[src/rtl/obcd_map.svh]
// Register offsets, option byte layouts and load constants of the decoder.
`ifndef OBCD_MAP_SVH
`define OBCD_MAP_SVH
`define OBCD_ADDR_WDT_OPT 10'h0c0
`define OBCD_ADDR_POR_OPT 10'h0c1
`define OBCD_ADDR_OSC_OPT 10'h0c2
`define OBCD_ADDR_DBG_OPT 10'h0c3
// Each option register's byte address is four times its option byte flash address.
`define OBCD_OFS_WDT {`OBCD_ADDR_WDT_OPT, 2'b00}
`define OBCD_OFS_POR {`OBCD_ADDR_POR_OPT, 2'b00}
`define OBCD_OFS_STATUS 12'h100
`define OBCD_OFS_OSC_WORD {`OBCD_ADDR_OSC_OPT, 2'b00}
`define OBCD_OFS_DBG_WORD {`OBCD_ADDR_DBG_OPT, 2'b00}
`define OBCD_WDT_RUN_BIT 4
`define OBCD_WDT_PER_LSB 1
`define OBCD_WDT_STBY_BIT 0
`define OBCD_RST_PIN_BIT 4
`define OBCD_POR_LSB 2
`define OBCD_OSC_LSB 0
`define OBCD_DBG_BIT 7
`define OBCD_OSC_MIN 3'h1
`define OBCD_OSC_MAX 3'h5
`define OBCD_BYTES 2'h3
`define OBCD_RST_OPT 8'h00
`endif

[src/rtl/obcd_pkg.sv]
// Types shared by the option byte decoder.
package obcd_pkg;
  typedef enum logic [1:0] {
    OBCD_IDLE = 2'b00,
    OBCD_REQ = 2'b01,
    OBCD_WAIT = 2'b10,
    OBCD_DONE = 2'b11
  } obcd_state_t;

  typedef struct packed {
    logic wdt_run_enable;
    logic wdt_standby_run;
    logic [2:0] wdt_period_sel;
    logic reset_pin_select;
    logic [1:0] por_level_sel;
    logic [2:0] osc_freq_sel;
    logic osc_cfg_error;
    logic debug_enable_bit;
    logic cfg_valid;
  } obcd_cfg_t;

  typedef struct packed {
    logic [31:0] hrdata;
    logic hreadyout;
    logic hresp;
  } obcd_ahb_rsp_t;
endpackage

[src/rtl/obcd_decoder.sv]
// Option byte fetch, decode and AHB-Lite readback of the settings.
//
// How it works
// - Fetch all option bytes after each reset, apply before normal operation.
// - Watchdog runs after reset when run-enable bit is one.
// - Two-bit level field picks one of four power-on-reset thresholds.
// - Reset-pin bit zero gives port/key pin, one gives reset input.
// - Oscillator codes 1 to 5 give 20 down to 1.25 MHz.
// - Top bit of debug option byte enables on-chip debug.
// - Failed security ID check never erases flash contents.
// - Debug byte bits three and one are unstable and never used.
`timescale 1ns/10ps
`include "obcd_map.svh"
module obcd_decoder (
  // Clock and reset.
  input wire logic hclk,
  input wire logic hresetn,
  // AHB-Lite slave.
  input wire logic hsel,
  input wire logic [31:0] haddr,
  input wire logic [1:0] htrans,
  input wire logic hwrite,
  input wire logic [2:0] hsize,
  input wire logic [31:0] hwdata,
  input wire logic hready,
  output logic [31:0] hrdata,
  output logic hreadyout,
  output logic hresp,
  // Flash option byte read port.
  output logic flash_rd_req,
  output logic [9:0] flash_rd_addr,
  input wire logic flash_rd_ack,
  input wire logic [7:0] flash_rd_data,
  // Decoded configuration.
  output obcd_pkg::obcd_cfg_t cfg,
  output logic flash_erase_on_auth_fail
);
  import obcd_pkg::*;

  obcd_state_t state_q, state_d;
  logic [1:0] idx_q, idx_d;
  logic [7:0] opt_q [4];
  logic [7:0] opt_d [4];
  logic req_q, req_d;
  logic [9:0] addr_q, addr_d;
  obcd_cfg_t cfg_q, cfg_d;
  logic [9:0] addr_tab [4];

  assign addr_tab[0] = `OBCD_ADDR_WDT_OPT;
  assign addr_tab[1] = `OBCD_ADDR_POR_OPT;
  assign addr_tab[2] = `OBCD_ADDR_OSC_OPT;
  assign addr_tab[3] = `OBCD_ADDR_DBG_OPT;

  // The flash is read once per reset; afterwards the fetch sits in DONE.
  always_comb begin
    state_d = state_q;
    idx_d = idx_q;
    req_d = req_q;
    addr_d = addr_q;
    for (int i = 0; i < 4; i++) begin
      opt_d[i] = opt_q[i];
    end
    unique case (state_q)
      OBCD_IDLE: begin
        state_d = OBCD_REQ;
        idx_d = 2'h0;
      end
      OBCD_REQ: begin
        req_d = 1'b1;
        addr_d = addr_tab[idx_q];
        state_d = OBCD_WAIT;
      end
      OBCD_WAIT: begin
        if (flash_rd_ack) begin
          req_d = 1'b0;
          opt_d[idx_q] = flash_rd_data;
          if (idx_q == `OBCD_BYTES) begin
            state_d = OBCD_DONE;
          end else begin
            idx_d = idx_q + 2'h1;
            state_d = OBCD_REQ;
          end
        end
      end
      OBCD_DONE: begin
        state_d = OBCD_DONE;
      end
    endcase
  end

  // Decoded fields are loaded only on the transition into DONE.
  always_comb begin
    cfg_d = cfg_q;
    if (state_q == OBCD_WAIT && state_d == OBCD_DONE) begin
      cfg_d.wdt_run_enable = opt_d[0][`OBCD_WDT_RUN_BIT];
      cfg_d.wdt_standby_run = opt_d[0][`OBCD_WDT_STBY_BIT] &
        opt_d[0][`OBCD_WDT_RUN_BIT];
      cfg_d.wdt_period_sel = opt_d[0][`OBCD_WDT_PER_LSB +: 3];
      cfg_d.reset_pin_select = opt_d[1][`OBCD_RST_PIN_BIT];
      cfg_d.por_level_sel = opt_d[1][`OBCD_POR_LSB +: 2];
      cfg_d.osc_freq_sel = opt_d[2][`OBCD_OSC_LSB +: 3];
      cfg_d.osc_cfg_error = (opt_d[2][`OBCD_OSC_LSB +: 3] < `OBCD_OSC_MIN) |
        (opt_d[2][`OBCD_OSC_LSB +: 3] > `OBCD_OSC_MAX);
      cfg_d.debug_enable_bit = opt_d[3][`OBCD_DBG_BIT];
      cfg_d.cfg_valid = 1'b1;
    end
  end

  always_ff @(posedge hclk or negedge hresetn) begin
    if (!hresetn) begin
      state_q <= OBCD_IDLE;
      idx_q <= 2'h0;
      req_q <= 1'b0;
      addr_q <= 10'h000;
      cfg_q <= '0;
      for (int i = 0; i < 4; i++) begin
        opt_q[i] <= `OBCD_RST_OPT;
      end
    end else begin
      state_q <= state_d;
      idx_q <= idx_d;
      req_q <= req_d;
      addr_q <= addr_d;
      cfg_q <= cfg_d;
      for (int i = 0; i < 4; i++) begin
        opt_q[i] <= opt_d[i];
      end
    end
  end

  assign flash_rd_req = req_q;
  assign flash_rd_addr = addr_q;
  assign cfg = cfg_q;

  // AHB-Lite slave: zero wait states, read-only, always OKAY.
  logic rd_take;
  logic [31:0] rdata_q, rdata_d;
  logic ready_q, ready_d;
  logic resp_q, resp_d;
  logic erase_q, erase_d;
  logic [7:0] dbg_view;

  // Bits three and one of the debug byte are masked from all use.
  assign dbg_view = opt_q[3] & 8'hf5;

  // The word is looked up in the address phase and registered, so it
  // stands for the whole data phase straight from a flip-flop.
  always_comb begin
    rd_take = hsel & hready & htrans[1] & ~hwrite;
    rdata_d = 32'h0000_0000;
    ready_d = 1'b1;
    resp_d = 1'b0;
    // Security ID failure never erases flash contents.
    erase_d = 1'b0;
    if (rd_take) begin
      unique case (haddr[11:0] & 12'hffc)
        `OBCD_OFS_WDT: rdata_d = {24'h00_0000, opt_q[0]};
        `OBCD_OFS_POR: rdata_d = {24'h00_0000, opt_q[1]};
        `OBCD_OFS_OSC_WORD: rdata_d = {24'h00_0000, opt_q[2]};
        `OBCD_OFS_DBG_WORD: rdata_d = {24'h00_0000, dbg_view};
        `OBCD_OFS_STATUS: rdata_d = {18'h0, cfg_q};
        default: rdata_d = 32'h0000_0000;
      endcase
    end
  end

  always_ff @(posedge hclk or negedge hresetn) begin
    if (!hresetn) begin
      rdata_q <= 32'h0000_0000;
      ready_q <= 1'b1;
      resp_q <= 1'b0;
      erase_q <= 1'b0;
    end else begin
      rdata_q <= rdata_d;
      ready_q <= ready_d;
      resp_q <= resp_d;
      erase_q <= erase_d;
    end
  end

  assign hrdata = rdata_q;
  assign hreadyout = ready_q;
  assign hresp = resp_q;
  assign flash_erase_on_auth_fail = erase_q;

  logic unused_ok;
  assign unused_ok = ^{hwdata, hsize, htrans[0], haddr[31:12], haddr[1:0]};

  property p_cfg_hold;
    @(posedge hclk) disable iff (!hresetn)
    (state_q == OBCD_DONE) |=> $stable(cfg_q);
  endproperty
  a_cfg_hold: assert property (p_cfg_hold) else $error("cfg changed");

  property p_wdt_run;
    @(posedge hclk) disable iff (!hresetn)
    $rose(cfg_q.cfg_valid) |-> cfg_q.wdt_run_enable == opt_q[0][4];
  endproperty
  a_wdt_run: assert property (p_wdt_run) else $error("wdt run");

  property p_osc_err;
    @(posedge hclk) disable iff (!hresetn)
    cfg_q.cfg_valid |-> cfg_q.osc_cfg_error ==
      (opt_q[2][2:0] == 3'h0 || opt_q[2][2:0] > 3'h5);
  endproperty
  a_osc_err: assert property (p_osc_err) else $error("osc error");

  property p_rst_pin;
    @(posedge hclk) disable iff (!hresetn)
    cfg_q.cfg_valid |-> cfg_q.reset_pin_select == opt_q[1][4];
  endproperty
  a_rst_pin: assert property (p_rst_pin) else $error("reset pin");

  property p_por;
    @(posedge hclk) disable iff (!hresetn)
    cfg_q.cfg_valid |-> cfg_q.por_level_sel == opt_q[1][3:2];
  endproperty
  a_por: assert property (p_por) else $error("por level");

  property p_osc_sel;
    @(posedge hclk) disable iff (!hresetn)
    cfg_q.cfg_valid |-> cfg_q.osc_freq_sel == opt_q[2][2:0];
  endproperty
  a_osc_sel: assert property (p_osc_sel) else $error("osc sel");

  property p_dbg;
    @(posedge hclk) disable iff (!hresetn)
    cfg_q.cfg_valid |-> cfg_q.debug_enable_bit == opt_q[3][7];
  endproperty
  a_dbg: assert property (p_dbg) else $error("debug enable");

  property p_fetch;
    @(posedge hclk) disable iff (!hresetn)
    (state_q == OBCD_WAIT && flash_rd_ack && idx_q == 2'h3) |=>
      cfg_q.cfg_valid;
  endproperty
  a_fetch: assert property (p_fetch) else $error("fetch end");

  property p_no_erase;
    @(posedge hclk) disable iff (!hresetn)
    !flash_erase_on_auth_fail;
  endproperty
  a_no_erase: assert property (p_no_erase) else $error("erase");

  property p_mask;
    @(posedge hclk) disable iff (!hresetn)
    dbg_view[3] == 1'b0 && dbg_view[1] == 1'b0;
  endproperty
  a_mask: assert property (p_mask) else $error("unstable bits");
endmodule

[config.mk]
export PLATFORM = sky130hd
export DESIGN_NAME = obcd_decoder
export DESIGN_NICKNAME = d
export VERILOG_FILES = /design/src/rtl/obcd_pkg.sv /design/src/rtl/obcd_decoder.sv
export VERILOG_INCLUDE_DIRS = /design/src /design/src/rtl
export SDC_FILE = /design/constraint.sdc
export NUM_CORES = 1
export LEC_CHECK = 0
export CAP_MARGIN = 0
export CORE_UTILIZATION = 50
export CTS_CLUSTER_DIAMETER = 200
export DETAILED_ROUTE_END_ITERATION = 6
export DONT_BUFFER_PORTS = 1
export GPL_ROUTABILITY_DRIVEN = 0
export PLACE_DENSITY = 0.7
export REMOVE_ABC_BUFFERS = 1
export SLEW_MARGIN = 20
export SYNTH_ARGS = -nofsm -noshare
export SYNTH_HDL_FRONTEND = slang
export SYNTH_SLANG_ARGS = --single-unit
export TNS_END_PERCENT = 1
[constraint.sdc]
create_clock -name hclk -period 3.57 [get_ports hclk]
set_clock_uncertainty 0.05 [all_clocks]
set_input_delay 0.1785 -clock hclk [delete_from_list [all_inputs] [get_ports hclk]]
set_output_delay 0.1785 -clock hclk [all_outputs]
set_load 0.005 [all_outputs]
==> impl_metrics.tcl <==
set metrics [dict create \
    run_status "complete, no violations" \
    dieWidth_um 81.30 \
    drt-wirelength-per-cell_um 17.39 \
    postCtsSetupBuffers 0 \
    synth_cell_type_count 39 \
    placed_cells_incl_taps 313 \
    largest_net_degree_at_the_start_of_global_routing 67 \
    timing.critical_path.from_type "flip-flop" \
    cts_max_level 3 \
    drive_gt1_share_pct 32.83 \
    die_height_um 81.30 \
    fin_setup_tns_ps 0 \
    leakage_nw 1.593 \
    number_of_global_route_vias_before_repair 1764 \
    path_clk_slew_ps 70 \
    vias_per_cell 5.462 \
    cts-root-to-sink-buffers 2 \
    layout_worst_path_cycle_share_pct 60.03 \
    crit_chain "inv_1 -> ha_1 -> nand4b_1 -> mux2_2 -> mux2_2" \
    final-max-slew-violation-count 0 \
    synth_area_um2 3144 \
    cts_buffers 9 \
    layout_commonest_cell "sky130_fd_sc_hd__dfrtp_1" \
    slowest_stage "sky130_fd_sc_hd__nand4b_1" \
    drt_iter0_drc 100 \
    initial_core_util_pct 52.49 \
    yosysSeqAreaShare_pct 52.53 \
    drv_cap 0 \
    max-vdd-ir-drop_v 0.0003274 \
    clock_latency_ps 330 \
    grt_first_pass_wirelength_um 9349 \
    async_reset_ff_share_pct 100.0 \
    fin_nets 348 \
    grt_setup_unrepaired "no" \
    power.density_nw_per_um2 629.5 \
    groute.usage.overall_pct 19.86 \
    min_period_ps 2143 \
    critical-path-top-delay-family "multiplexers" \
    cpMostUsedCell "sky130_fd_sc_hd__mux2_2" \
    post_layout_nonfiller_instances 340 \
    cts_resized 0 \
    cts_tree "yes" \
    diodes_inserted 0 \
    yosys_most_used_dff "sky130_fd_sc_hd__dfrtp_1" \
    area_growth_syn_to_layout_pct 8.357 \
    cts_sinks 66 \
    max_slew_margin_pct 36.87 \
    max_slew.worst_pin.slew_ps 944.7 \
    path_max_fanout 10 \
    synth_warnings 0 \
    ant_nets 0 \
    antenna_found_initial 0 \
    fp.dieArea_um2 6610 \
    ios 143 \
    hold_viol_final 0 \
    criticalPathCategory "flip-flop to flip-flop" \
    grt_residual_overflow 0 \
    dr_total_vias 1857 \
    total_drc_errors_in_the_routed_layout 0 \
    timing.critical_path.buf_inv 1 \
    layout_common_cells "66 x sky130_fd_sc_hd__dfrtp_1, 54 x sky130_fd_sc_hd__mux2_2, 27 x sky130_fd_sc_hd__conb_1" \
    postSynthAreaPerCell_um2 12.73 \
    portBuffers 0 \
    worst_setup_path_end_kind "flip-flop" \
    post_dp_cell_area_um2 3084 \
    number_of_synthesized_register_bits 66 \
    setup_viol 0 \
    timing.fmax_ghz 0.4667 \
    arrival_time_of_data_at_the_critical_path_endpoint_ps 2310 \
    final.fill_count 489 \
    drt_pass1_iterations 5 \
    post_synth_inst_count 247 \
    dp_hpwl_um 3879 \
    hold_path_class "input port to flip-flop" \
    detail_route.wirelength_um 5913 \
    cp.required_ps 3740 \
    power.total_mw 2.145 \
    synth_enable_flop_cells 0 \
    root_buffer "sky130_fd_sc_hd__clkbuf_8" \
    hold_ws_ps 21.60 \
    core.rowCount 28 \
    core_region_area_um2 5991 \
    stdcell_area_um2 3407 \
    cpPeakStageDelay_ps 510 \
]
[registers in the layout, indices dropped and copies added (netlist names)]
signal         flops
idx_q              2
opt_q             24
flash_rd_req       1
dbg_view           6
flash_rd_addr      3
hrdata            14
cfg               14
state_q            2
[metal layers]
metal / up-vias / GRT usage [%] / part of all wire [%]
li1: 846 / - / -
met1: 939 / 24.73 / 43
met2: 61 / 31.67 / 50
met3: 11 / 6.067 / 5.6
met4: 0 / 8.571 / 1.7
met5: - / 0 / 0
[layout make-up]
class	instances	area, um2	share of cell area, %
Sequential cell	66	1652	48.48
Multi-Input combinational cell	168	1324	38.85
Clock buffer	12	145.1	4.260
Timing Repair Buffer	12	137.6	4.040
Tap cell	75	93.84	2.754
Clock inverter	3	40.04	1.175
Inverter	4	15.01	0.4407
[Yosys cell counts, types with 3 or more instances]
cell type | count | area (um2)
sky130_fd_sc_hd__ha_1 | 4 | 50.05
sky130_fd_sc_hd__nand2_1 | 17 | 63.81
sky130_fd_sc_hd__nor2_1 | 5 | 18.77
sky130_fd_sc_hd__o21ai_0 | 4 | 20.02
sky130_fd_sc_hd__inv_1 | 4 | 15.01
sky130_fd_sc_hd__a21oi_2 | 8 | 70.07
sky130_fd_sc_hd__a22oi_1 | 8 | 60.06
sky130_fd_sc_hd__nand2b_1 | 6 | 37.54
sky130_fd_sc_hd__buf_2 | 3 | 15.01
sky130_fd_sc_hd__and2_1 | 6 | 37.54
sky130_fd_sc_hd__mux2_2 | 54 | 608.1
sky130_fd_sc_hd__dfrtp_1 | 66 | 1652
sky130_fd_sc_hd__buf_4 | 29 | 217.7
[worst paths after layout]
check	startpoint	end	slack, ps	cells past startpoint
setup / recovery	idx_q[0]	cfg[11]	1430	5
hold / removal	haddr[9]	hrdata[10]	20	2
setup reg to reg	idx_q[0]	cfg[11]	1430	5
hold reg to reg	dbg_view[7]	dbg_view[7]	420	2
max in group asynchronous	hresetn	state_q[1]	2850	2
min in group asynchronous	hresetn	hrdata[13]	350	2
[power breakdown]
part	switching (mW)	internal [mW]
Sequential	0.152	0.966
Clock	0.267	0.336
Combinational	0.171	0.253
Total	0.590	1.55
[cells by family (layout without fill, tap and decap cells)]
kind of cell / after synthesis / count (layout) / synth area share [%]
mux: 54 / 54 / 19.34
compound gates: 29 / 29 / 6.845
buf+inv: 38 / 31 / 8.356
other cells: 2 / 27 / 0.2388
fa+ha+maj: 4 / 4 / 1.592
simple gates: 54 / 54 / 11.10
flops: 66 / 66 / 52.53
[timing repair]
item	in CTS	in global routing
hold buffers	12	0
endpoints found under the setup margin	0	0
hold endpoints to repair	100	0
[through the flow]
step | utilization (%) | setup WS [ps]
final | 56.87 | 1427
after global routing | 56.87 | 1287
after CTS | 56.87 | 1386
after detailed placement | 51.48 | 1402
after global placement | 51.48 | 1446
after floorplan | - | 1827
Note: power is estimated with default switching activity, not from simulation.
